### config.mk
export PLATFORM = sky130hd
export DESIGN_NAME = gtc_timer
export DESIGN_NICKNAME = d
export VERILOG_FILES = /design/src/core/gtc_timer.v /design/src/core/gtc_sync.v
export VERILOG_INCLUDE_DIRS = /design/src /design/src/core
export SDC_FILE = /design/constraint.sdc
export NUM_CORES = 1
export LEC_CHECK = 0
export BUFFER_PORTS_ARGS = -buffer_cell sky130_fd_sc_hd__buf_2
export CAP_MARGIN = 0
export CORE_MARGIN = 5
export CORE_UTILIZATION = 45
export CTS_CLUSTER_DIAMETER = 50
export DETAILED_ROUTE_END_ITERATION = 7
export PLACE_DENSITY = 0.8
export SKIP_CTS_REPAIR_TIMING = 1
export SLEW_MARGIN = 20
export SYNTH_ARGS = -nofsm -noshare
export SYNTH_HDL_FRONTEND = slang
export SYNTH_SLANG_ARGS = --single-unit
### constraint.sdc
create_clock -name aclk -period 3.1 [get_ports aclk]
set_clock_uncertainty 0.2 [all_clocks]
set_input_delay 0.62 -clock aclk [delete_from_list [all_inputs] [get_ports aclk]]
set_output_delay 0.62 -clock aclk [all_outputs]
set_load 0.02 [all_outputs]
### src/core/gtc_defs.vh
`ifndef GTC_DEFS_VH
`define GTC_DEFS_VH

// ---------------------------------------------------------------
// Register map (byte addresses)
// ---------------------------------------------------------------
`define GTC_ADDR_W 5
`define GTC_OFS_CTRL 5'h00
`define GTC_OFS_GATE 5'h04
`define GTC_OFS_CNT_LO 5'h08
`define GTC_OFS_CNT_HI 5'h0C
`define GTC_OFS_STATUS 5'h10

// ---------------------------------------------------------------
// Control register fields
// ---------------------------------------------------------------
`define GTC_CTRL_ON 0
`define GTC_CTRL_SYNC_DIS 2
`define GTC_CTRL_OSC_EN 3
`define GTC_CTRL_PS_LSB 4
`define GTC_CTRL_CS_LSB 6
`define GTC_CTRL_RST 8'h00
`define GTC_CTRL_MASK 8'hFD

// ---------------------------------------------------------------
// Gate register fields
// ---------------------------------------------------------------
`define GTC_GATE_GSS_LSB 0
`define GTC_GATE_VAL 2
`define GTC_GATE_TM 5
`define GTC_GATE_POL 6
`define GTC_GATE_GE 7
`define GTC_GATE_RST 8'h00
`define GTC_GATE_MASK 8'hE3

// ---------------------------------------------------------------
// Status register fields and count reset
// ---------------------------------------------------------------
`define GTC_STAT_OVF 0
`define GTC_CNT_RST 16'h0000
`define GTC_CNT_MAX 16'hFFFF

// ---------------------------------------------------------------
// Encodings
// ---------------------------------------------------------------
`define GTC_CS_INSN 2'h0
`define GTC_CS_SYS 2'h1
`define GTC_CS_EXT 2'h2
`define GTC_CS_RSVD 2'h3
`define GTC_GSS_PIN 2'h0
`define GTC_GSS_T8 2'h1
`define GTC_GSS_C1 2'h2
`define GTC_GSS_C2 2'h3
`define GTC_T8_MAX 8'hFF
`define GTC_T8_ZERO 8'h00
`define GTC_INSN_DIV 4
`define GTC_RESP_OKAY 2'h0
`define GTC_RESP_SLVERR 2'h2

`endif

### src/core/gtc_timer.v
`timescale 1ns/1ps
`default_nettype none
`include "gtc_defs.vh"

// Overview of operation
// - Off when on bit clear; free-running, or gated when gate enable set.
// - Sixteen-bit up counter; writing either byte replaces that byte at once.
// - Source: 00 instruction clock, 01 system clock, 10 oscillator or pin, 11 reserved.
// - System clock source advances four counts per instruction cycle, then prescaled.
// - External source counts rising edges, synchronised or asynchronous.
// - Counter mode needs a falling edge first after enable, write or disable.
// - Prescale field divides the selected clock by 1, 2, 4 or 8.
// - Prescaler hidden from software; cleared by any count byte write.
// - Oscillator enable starts the low-power oscillator; it keeps running in sleep.
// - Unsynchronised external clock keeps counting in sleep and can wake on overflow.
// - Sync to async switch may lose one count; reverse may add one.
// - Count byte reads during asynchronous counting always return a valid value.
// - With gating, count on clock rising edges only while gate active; else hold.
// - Polarity bit: gate active low when 0, active high when 1.
// - Gate source: 00 pin, 01 eight-bit timer overflow, 10 comparator 1, 11 comparator 2.
// - Eight-bit timer wrap FFh to 00h gives a gate pulse.
// - Comparator gate inputs used synchronised to counter clock or unsynchronised.
// - Toggle mode passes gate through a flip-flop toggling on each rising edge of the polarity-adjusted gate.
// - Toggle flip-flop forced and held at zero while toggle bit clear.
// - Wrap FFFFh to 0000h sets the overflow flag; only software clears it.
// - Clearing the on bit stops counting and clears the gate flip-flop.
module gtc_timer (
   input wire aclk,
   input wire aresetn,
   input wire [`GTC_ADDR_W-1:0] s_axi_awaddr,
   input wire s_axi_awvalid,
   output wire s_axi_awready,
   input wire [31:0] s_axi_wdata,
   input wire [3:0] s_axi_wstrb,
   input wire s_axi_wvalid,
   output wire s_axi_wready,
   output wire [1:0] s_axi_bresp,
   output wire s_axi_bvalid,
   input wire s_axi_bready,
   input wire [`GTC_ADDR_W-1:0] s_axi_araddr,
   input wire s_axi_arvalid,
   output wire s_axi_arready,
   output wire [31:0] s_axi_rdata,
   output wire [1:0] s_axi_rresp,
   output wire s_axi_rvalid,
   input wire s_axi_rready,
   input wire external_clock_pin,
   input wire oscillator_input_pin,
   output wire oscillator_output_pin,
   input wire gate_input_pin,
   input wire comparator_one_output,
   input wire comparator_two_output,
   input wire comp1_sync_en,
   input wire comp2_sync_en,
   input wire [7:0] eight_bit_timer_count,
   input wire sleep_mode,
   output wire overflow_flag,
   output wire wake_request
);
   // ------------------------------------------------------------
   // Declarations
   // ------------------------------------------------------------
   reg awready_r;
   reg wready_r;
   reg bvalid_r;
   reg [1:0] bresp_r;
   reg arready_r;
   reg rvalid_r;
   reg [1:0] rresp_r;
   reg [31:0] rdata_r;
   reg [`GTC_ADDR_W-1:0] waddr_r;
   reg [7:0] wbyte_r;
   reg wen_r;
   reg wstb_r;
   reg [7:0] ctrl_r;
   reg [7:0] gate_r;
   reg [15:0] count_r;
   reg [15:0] count_nxt;
   reg [2:0] presc_r;
   reg [1:0] phase_r;
   reg ovf_r;
   reg wake_r;
   reg osc_out_r;
   reg ext_rs_r;
   reg ext_prev_r;
   reg armed_r;
   reg on_prev_r;
   reg [7:0] t8_prev_r;
   reg c1_lat_r;
   reg c2_lat_r;
   reg gsrc_prev_r;
   reg tff_r;
   reg gval_r;
   wire [4:0] pin_s;
   wire ext_s;
   wire osc_s;
   wire gpin_s;
   wire c1_s;
   wire c2_s;
   wire on_bit;
   wire ge_bit;
   wire pol_bit;
   wire tm_bit;
   wire sync_dis;
   wire osc_en;
   wire [1:0] cs_f;
   wire [1:0] ps_f;
   wire [1:0] gss_f;
   wire ext_mode;
   wire ext_raw;
   wire ext_lvl;
   wire ext_rise;
   wire ext_fall;
   reg src_tick;
   wire [2:0] presc_lim;
   wire pre_tick;
   wire t8_wrap;
   reg gsrc_raw;
   wire gsrc_act;
   wire gate_val;
   wire count_en;
   wire inc;
   wire cnt_wr;
   wire wr_go;
   wire rd_go;

   // ------------------------------------------------------------
   // Address decode shared by read and write paths
   // ------------------------------------------------------------
   function mapped;
      input [`GTC_ADDR_W-1:0] a;
      begin
         mapped = (a == `GTC_OFS_CTRL) || (a == `GTC_OFS_GATE) ||
            (a == `GTC_OFS_CNT_LO) || (a == `GTC_OFS_CNT_HI) ||
            (a == `GTC_OFS_STATUS);
      end
   endfunction

   // ------------------------------------------------------------
   // Field views
   // ------------------------------------------------------------
   assign on_bit = ctrl_r[`GTC_CTRL_ON];
   assign sync_dis = ctrl_r[`GTC_CTRL_SYNC_DIS];
   assign osc_en = ctrl_r[`GTC_CTRL_OSC_EN];
   assign ps_f = ctrl_r[`GTC_CTRL_PS_LSB+1:`GTC_CTRL_PS_LSB];
   assign cs_f = ctrl_r[`GTC_CTRL_CS_LSB+1:`GTC_CTRL_CS_LSB];
   assign ge_bit = gate_r[`GTC_GATE_GE];
   assign pol_bit = gate_r[`GTC_GATE_POL];
   assign tm_bit = gate_r[`GTC_GATE_TM];
   assign gss_f = gate_r[`GTC_GATE_GSS_LSB+1:`GTC_GATE_GSS_LSB];

   // ------------------------------------------------------------
   // Pin synchronisers
   // ------------------------------------------------------------
   // two-flop sync
   gtc_sync #(
      .W(5)
   ) u_sync (
      .aclk(aclk),
      .aresetn(aresetn),
      .d({comparator_two_output, comparator_one_output, gate_input_pin,
         oscillator_input_pin, external_clock_pin}),
      .q(pin_s)
   );
   assign ext_s = pin_s[0];
   assign osc_s = pin_s[1];
   assign gpin_s = pin_s[2];
   assign c1_s = pin_s[3];
   assign c2_s = pin_s[4];

   // ------------------------------------------------------------
   // External clock path
   // ------------------------------------------------------------
   assign ext_mode = (cs_f == `GTC_CS_EXT);
   assign ext_raw = osc_en ? osc_s : ext_s;
   // Sync mode adds a system-clock alignment stage, so a mode switch can drop or add one edge
   // sync or async
   assign ext_lvl = sync_dis ? ext_raw : ext_rs_r;
   assign ext_rise = ext_lvl & ~ext_prev_r;
   assign ext_fall = ~ext_lvl & ext_prev_r;

   // ------------------------------------------------------------
   // Source tick selection
   // ------------------------------------------------------------
   // Fosc halts in sleep; only the unsynchronised external path keeps ticking
   always @* begin
      case (cs_f)
         `GTC_CS_INSN: src_tick = ~sleep_mode &
            (phase_r == (`GTC_INSN_DIV - 1));
         `GTC_CS_SYS: src_tick = ~sleep_mode;
         `GTC_CS_EXT: src_tick = ext_rise & armed_r & (sync_dis | ~sleep_mode);
         default: src_tick = 1'b0;
      endcase
   end

   assign presc_lim = (3'h1 << ps_f) - 3'h1;
   // Catch up at once if the prescale field shrank under a running count
   assign pre_tick = src_tick & (presc_r >= presc_lim);

   // ------------------------------------------------------------
   // Gate path
   // ------------------------------------------------------------
   // wrap pulse
   assign t8_wrap = (t8_prev_r == `GTC_T8_MAX) &&
      (eight_bit_timer_count == `GTC_T8_ZERO);

   always @* begin
      case (gss_f)
         `GTC_GSS_PIN: gsrc_raw = gpin_s;
         `GTC_GSS_T8: gsrc_raw = t8_wrap;
         `GTC_GSS_C1: gsrc_raw = comp1_sync_en ? c1_lat_r : c1_s;
         `GTC_GSS_C2: gsrc_raw = comp2_sync_en ? c2_lat_r : c2_s;
         default: gsrc_raw = 1'b0;
      endcase
   end

   assign gsrc_act = pol_bit ? gsrc_raw : ~gsrc_raw;
   assign gate_val = tm_bit ? tff_r : gsrc_act;
   assign count_en = on_bit & (~ge_bit | gate_val);
   assign inc = count_en & pre_tick;

   // ------------------------------------------------------------
   // Bus handshake
   // ------------------------------------------------------------
   assign wr_go = ~awready_r & ~wready_r & ~bvalid_r;
   assign rd_go = s_axi_arvalid & arready_r;
   assign cnt_wr = wen_r &&
      ((waddr_r == `GTC_OFS_CNT_LO) || (waddr_r == `GTC_OFS_CNT_HI));

   always @(posedge aclk) begin
      if (!aresetn) begin
         awready_r <= 1'b1;
         wready_r <= 1'b1;
         bvalid_r <= 1'b0;
         bresp_r <= `GTC_RESP_OKAY;
         waddr_r <= {`GTC_ADDR_W{1'b0}};
         wbyte_r <= 8'h00;
         wen_r <= 1'b0;
         wstb_r <= 1'b0;
      end else begin
         // Write lands only once both beats are in, whichever came first
         wen_r <= ((s_axi_awvalid && awready_r) || !awready_r) &&
            ((s_axi_wvalid && wready_r) || !wready_r) && (awready_r || wready_r) &&
            (wready_r ? s_axi_wstrb[0] : wstb_r);
         if (s_axi_awvalid && awready_r) begin
            awready_r <= 1'b0;
            waddr_r <= s_axi_awaddr;
         end
         if (s_axi_wvalid && wready_r) begin
            wready_r <= 1'b0;
            wbyte_r <= s_axi_wdata[7:0];
            wstb_r <= s_axi_wstrb[0];
         end
         if (wr_go) begin
            bvalid_r <= 1'b1;
            bresp_r <= mapped(waddr_r) ? `GTC_RESP_OKAY : `GTC_RESP_SLVERR;
         end
         if (bvalid_r && s_axi_bready) begin
            bvalid_r <= 1'b0;
            awready_r <= 1'b1;
            wready_r <= 1'b1;
         end
      end
   end

   // Register updates land the cycle after the later of the address and data beats is taken
   always @(posedge aclk) begin
      if (!aresetn) begin
         arready_r <= 1'b1;
         rvalid_r <= 1'b0;
         rresp_r <= `GTC_RESP_OKAY;
         rdata_r <= 32'h00000000;
      end else begin
         if (rd_go) begin
            arready_r <= 1'b0;
            rvalid_r <= 1'b1;
            rresp_r <= mapped(s_axi_araddr) ? `GTC_RESP_OKAY : `GTC_RESP_SLVERR;
            case (s_axi_araddr)
               `GTC_OFS_CTRL: rdata_r <= {24'h000000, ctrl_r};
               `GTC_OFS_GATE: rdata_r <= {24'h000000, gate_r[7:3], gval_r,
                  gate_r[1:0]};
               `GTC_OFS_CNT_LO: rdata_r <= {24'h000000, count_r[7:0]};
               `GTC_OFS_CNT_HI: rdata_r <= {24'h000000, count_r[15:8]};
               `GTC_OFS_STATUS: rdata_r <= {31'h00000000, ovf_r};
               default: rdata_r <= 32'h00000000;
            endcase
         end
         if (rvalid_r && s_axi_rready) begin
            rvalid_r <= 1'b0;
            arready_r <= 1'b1;
         end
      end
   end

   // ------------------------------------------------------------
   // Control registers
   // ------------------------------------------------------------
   always @(posedge aclk) begin
      if (!aresetn) begin
         ctrl_r <= `GTC_CTRL_RST;
         gate_r <= `GTC_GATE_RST;
      end else if (wen_r) begin
         if (waddr_r == `GTC_OFS_CTRL)
            ctrl_r <= wbyte_r & `GTC_CTRL_MASK;
         if (waddr_r == `GTC_OFS_GATE)
            gate_r <= wbyte_r & `GTC_GATE_MASK;
      end
   end

   // ------------------------------------------------------------
   // Counter and prescaler
   // ------------------------------------------------------------
   always @* begin
      count_nxt = count_r;
      if (inc)
         count_nxt = count_r + 16'h0001;
      // A byte write wins over an increment in the same cycle
      // direct byte write
      if (wen_r && (waddr_r == `GTC_OFS_CNT_LO))
         count_nxt = {count_r[15:8], wbyte_r};
      if (wen_r && (waddr_r == `GTC_OFS_CNT_HI))
         count_nxt = {wbyte_r, count_r[7:0]};
   end

   always @(posedge aclk) begin
      if (!aresetn) begin
         count_r <= `GTC_CNT_RST;
         presc_r <= 3'h0;
         phase_r <= 2'h0;
      end else begin
         count_r <= count_nxt;
         if (!sleep_mode)
            phase_r <= phase_r + 2'h1;
         if (cnt_wr)
            presc_r <= 3'h0;
         else if (count_en && src_tick)
            presc_r <= pre_tick ? 3'h0 : presc_r + 3'h1;
      end
   end

   // ------------------------------------------------------------
   // Overflow flag and wake
   // ------------------------------------------------------------
   always @(posedge aclk) begin
      if (!aresetn) begin
         ovf_r <= 1'b0;
         wake_r <= 1'b0;
      end else begin
         if (inc && (count_r == `GTC_CNT_MAX) && !cnt_wr)
            ovf_r <= 1'b1;
         else if (wen_r && (waddr_r == `GTC_OFS_STATUS) && wbyte_r[`GTC_STAT_OVF])
            ovf_r <= 1'b0;
         wake_r <= sleep_mode & (ovf_r |
            (inc && (count_r == `GTC_CNT_MAX) && !cnt_wr));
      end
   end

   // ------------------------------------------------------------
   // External edge tracking and counter-mode arming
   // ------------------------------------------------------------
   always @(posedge aclk) begin
      if (!aresetn) begin
         ext_rs_r <= 1'b0;
         ext_prev_r <= 1'b0;
         armed_r <= 1'b0;
         on_prev_r <= 1'b0;
      end else begin
         ext_rs_r <= ext_raw;
         ext_prev_r <= ext_lvl;
         on_prev_r <= on_bit;
         if (!on_bit || cnt_wr || !ext_mode || (on_bit && !on_prev_r))
            armed_r <= 1'b0;
         else if (ext_fall)
            armed_r <= 1'b1;
      end
   end

   // ------------------------------------------------------------
   // Oscillator driver
   // ------------------------------------------------------------
   // Amplifier output inverts the crystal input; sleep does not stop it
   always @(posedge aclk) begin
      if (!aresetn)
         osc_out_r <= 1'b0;
      else
         osc_out_r <= osc_en & ~osc_s;
   end

   // ------------------------------------------------------------
   // Gate state
   // ------------------------------------------------------------
   always @(posedge aclk) begin
      if (!aresetn) begin
         t8_prev_r <= 8'h00;
         c1_lat_r <= 1'b0;
         c2_lat_r <= 1'b0;
         gsrc_prev_r <= 1'b0;
         tff_r <= 1'b0;
         gval_r <= 1'b0;
      end else begin
         t8_prev_r <= eight_bit_timer_count;
         if (src_tick) begin
            c1_lat_r <= c1_s;
            c2_lat_r <= c2_s;
         end
         gsrc_prev_r <= gsrc_act;
         gval_r <= gate_val;
         if (!tm_bit || !on_bit)
            tff_r <= 1'b0;
         else if (gsrc_act && !gsrc_prev_r)
            tff_r <= ~tff_r;
      end
   end

   // ------------------------------------------------------------
   // Outputs
   // ------------------------------------------------------------
   assign s_axi_awready = awready_r;
   assign s_axi_wready = wready_r;
   assign s_axi_bvalid = bvalid_r;
   assign s_axi_bresp = bresp_r;
   assign s_axi_arready = arready_r;
   assign s_axi_rvalid = rvalid_r;
   assign s_axi_rresp = rresp_r;
   assign s_axi_rdata = rdata_r;
   assign oscillator_output_pin = osc_out_r;
   assign overflow_flag = ovf_r;
   assign wake_request = wake_r;
endmodule // gtc_timer

`default_nettype wire

### src/core/gtc_sync.v
`timescale 1ns/1ps
`default_nettype none

// Two-flop synchroniser for a bundle of independent pin levels
module gtc_sync #(
   parameter W = 5
) (
   input wire aclk,
   input wire aresetn,
   input wire [W-1:0] d,
   output wire [W-1:0] q
);
   reg [W-1:0] meta_r;
   reg [W-1:0] sync_r;
   genvar i;

   // ------------------------------------------------------------
   // Per-bit stages
   // ------------------------------------------------------------
   generate
      for (i = 0; i < W; i = i + 1) begin : g_bit
         always @(posedge aclk) begin
            if (!aresetn) begin
               meta_r[i] <= 1'b0;
               sync_r[i] <= 1'b0;
            end else begin
               meta_r[i] <= d[i];
               sync_r[i] <= meta_r[i];
            end
         end
      end
   endgenerate

   assign q = sync_r;
endmodule // gtc_sync

`default_nettype wire

==> flow_summary.json <==
{
  "outcome": "complete, no violations",
  "htreeDepth": 3,
  "grtUsageTotal": 0.175,
  "start_util": 0.455,
  "drv_cap": 0,
  "drtAntennaViolNets": 0,
  "ys_ff_latch": 93,
  "grt_first_pass_wirelength_mm": 16.3,
  "die_x_microns": 109,
  "cp.required_ns": 3.19,
  "grt_max_degree": 43,
  "place_inst": 671,
  "grt_pass1_vias": 3373,
  "totalPowerFinal_mw": 2.22,
  "synth_area_leaders": "dfxtp_1 42%, mux2i_1 4.8%, buf_4 4.6%",
  "root_buffer": "clkbuf_8",
  "finalSetupTns_ns": 0,
  "worstSetupPathType": "input port to register",
  "wl_met1_mm": 4.27,
  "report.final.slew_viol_count": 0,
  "seq_area_sq_um": 1860,
  "fmax_mhz": 371,
  "cp.arrival_ns": 2.79,
  "multi_input_area_sq_um": 2290,
  "setup_viol": 0,
  "finalHoldViolCount": 0,
  "synthArstFlopShare": 0,
  "rsz0062_at_grt": "no",
  "netlist-cell-type-count": 57,
  "worst_pin_slew_ns": 0.532,
  "min_path_type": "register to register",
  "ys_seq_area_frac": 0.425,
  "clkSinkCount": 93,
  "dpl.hpwl_mm": 7.40,
  "hold_ws_ns": 0.240,
  "nFillCells": 919,
  "core_area_sq_um": 9640,
  "power.share.combinational": 0.079,
  "place.gp.congestion": 0.905,
  "overflow": 0,
  "area_delta_synth_final_pct": 10.9,
  "dr_wl_met2_mm": 4.62,
  "rows": 36,
  "synth_area_per_cell_sq_um": 8.75,
  "die_h_microns": 109,
  "first_pass_iters": 7,
  "wl_per_cell_microns": 14.3,
  "postSynthCellCount": 501,
  "antennaDiodeCount": 0,
  "viasPerCell": 5.30,
  "route.detailed.drc": 0,
  "ys.warnings.count": 0,
  "cts_max_path_buffers": 2,
  "fin_crit_sh": 0.869,
  "routed_wl_mm": 9.85,
  "dieArea_sq_um": 11800,
  "intPower_mw": 1.67,
  "seqPwrFrac": 0.569,
  "drtIter0Drc": 382,
  "synth_flop_cell": "dfxtp_1",
  "leakagePower_nw": 1.87,
  "path_clk_slew_ns": 0.08,
  "crit_fanout": 7,
  "critPathCaptureType": "register",
  "p_switching_mw": 0.545,
  "ioPinCount": 113,
  "p_per_area_nw_per_um2": 457,
  "stdcell_count": 687,
  "cts_tree": "done",
  "antenna_found_initial": 0,
  "synth_top_area_share": 0.425,
  "layout-drive-gt1-share": 0.153,
  "clock_latency_ns": 0.36,
  "port-buffer-count": 59,
  "netlist_area_sq_um": 4380,
  "route.met3.wl_microns": 752,
  "finish.net_count": 624,
  "slew-limit-headroom": 0.645,
  "top_layer": "met4",
  "cp-start-kind": "input port",
  "vias": 3638,
  "p_clk_frac": 0.353,
  "synth_top_cell_by_area": "dfxtp_1",
  "layout_min_cycle_time_ns": 2.70,
  "ir_worst_vdd_mv": 0.356,
  "cts_buffers": 9,
  "p_sw_frac": 0.246,
  "synth-edff-count": 0
}
## logic make-up after synthesis
logic type,after synthesis,share of synthesized area
xor gates and xnor gates,15,0.0300
buffers and inverters,60,0.0745
AOI/OAI and AO/OA,97,0.142
adders and majority gates,6,0.0171
muxes,24,0.0571
DFF,93,0.425
other,1,0.000856
and+or+nand+nor,205,0.254
## worst paths after layout
kind | depth (start not counted) | slack [ns] | startpoint | end
worst max-delay path | 8 | 0.40 | eight_bit_timer_count[1] | wake_request
worst min-delay path | 1 | 0.24 | u_sync.meta_r[4] | u_sync.q[4]
worst max register to register | 8 | 0.42 | ctrl_r[5] | count_r[1]
worst min register to register | 1 | 0.24 | u_sync.meta_r[4] | u_sync.q[4]
## layer usage
| metal | GRT usage | vias up |
|---|---|---|
| li1 | - | 1793 |
| met1 | 0.228 | 1689 |
| met2 | 0.276 | 138 |
| met3 | 0.0379 | 18 |
| met4 | 0.0812 | 0 |
| met5 | 0 | - |
## sequential cells by signal (all words and copies together), names as in the netlist, 2 cells and up
| name | flops |
|---|---|
| count_r | 16 |
| s_axi_rdata | 8 |
| t8_prev_r | 8 |
| wbyte_r | 8 |
| ctrl_r | 7 |
| gate_r | 5 |
| u_sync.meta_r | 5 |
| u_sync.q | 5 |
| waddr_r | 5 |
| presc_r | 3 |
| phase_r | 2 |
## power by group through the flow
stage,Clock (mW),Sequential [mW],Combinational (mW)
final,0.783,1.26,0.174
after global routing,0.846,1.27,0.196
after CTS,0.800,1.26,0.175
after detailed placement,0,1.29,0.174
after global placement,0,1.29,0.169
after floorplan,0,1.28,0.145
## synthesized netlist by cell type, drive strengths merged, types with 4 or more instances
| library cell | number |
|---|---|
| dfxtp | 93 |
| nand2 | 50 |
| a21oi | 34 |
| nand3 | 30 |
| nor2b | 29 |
| buf | 27 |
| and2 | 25 |
| o21ai | 24 |
| clkbuf | 23 |
| mux2i | 22 |
| nor2 | 18 |
| a21boi | 17 |
| nor3 | 11 |
| xnor2 | 11 |
| inv | 10 |
| a222oi | 7 |
| nand2b | 7 |
| ha | 6 |
| and3 | 5 |
| nand4 | 5 |
| nor4 | 4 |
| xor2 | 4 |
## per-stage QoR
step	worst slack (ns)	cell area, sq um	utilization
after floorplan	0.378	4480	-
after global placement	0.0955	4670	0.485
after detailed placement	0.0484	4670	0.485
after CTS	0.260	4860	0.504
after global routing	0.132	4860	0.504
final	0.405	4860	0.504
## area by class of cell
type                            count  share of cell area
Clock buffer                       13              0.0286
Clock inverter                      3             0.00953
Inverter                           10             0.00772
Multi-Input combinational cell    373               0.471
Sequential cell                    93               0.383
Tap cell                          133              0.0342
Timing Repair Buffer               62              0.0654
## cell usage in the layout, fill, tap and decap left out, types with 7 or more instances in the layout
master    count
a21boi_0     15
a21oi_1      33
a222oi_1      7
and2_1       25
buf_2        59
clkbuf_8      9
conb_1       26
dfxtp_1      93
inv_1        10
mux2i_1      21
nand2_1      50
nand3_1      29
nor2_1       17
nor2b_1      29
nor3_1       11
o21ai_0      18
xnor2_1      11
## worst max-delay path: stages
cell	delay, ns
buf_2	0.10
or4b_1	0.53
nor4_2	0.19
a211oi_2	0.16
mux2i_2	0.24
nand2b_4	0.20
or4_1	0.56
a21oi_1	0.16
(Power assumes the default switching activity.)
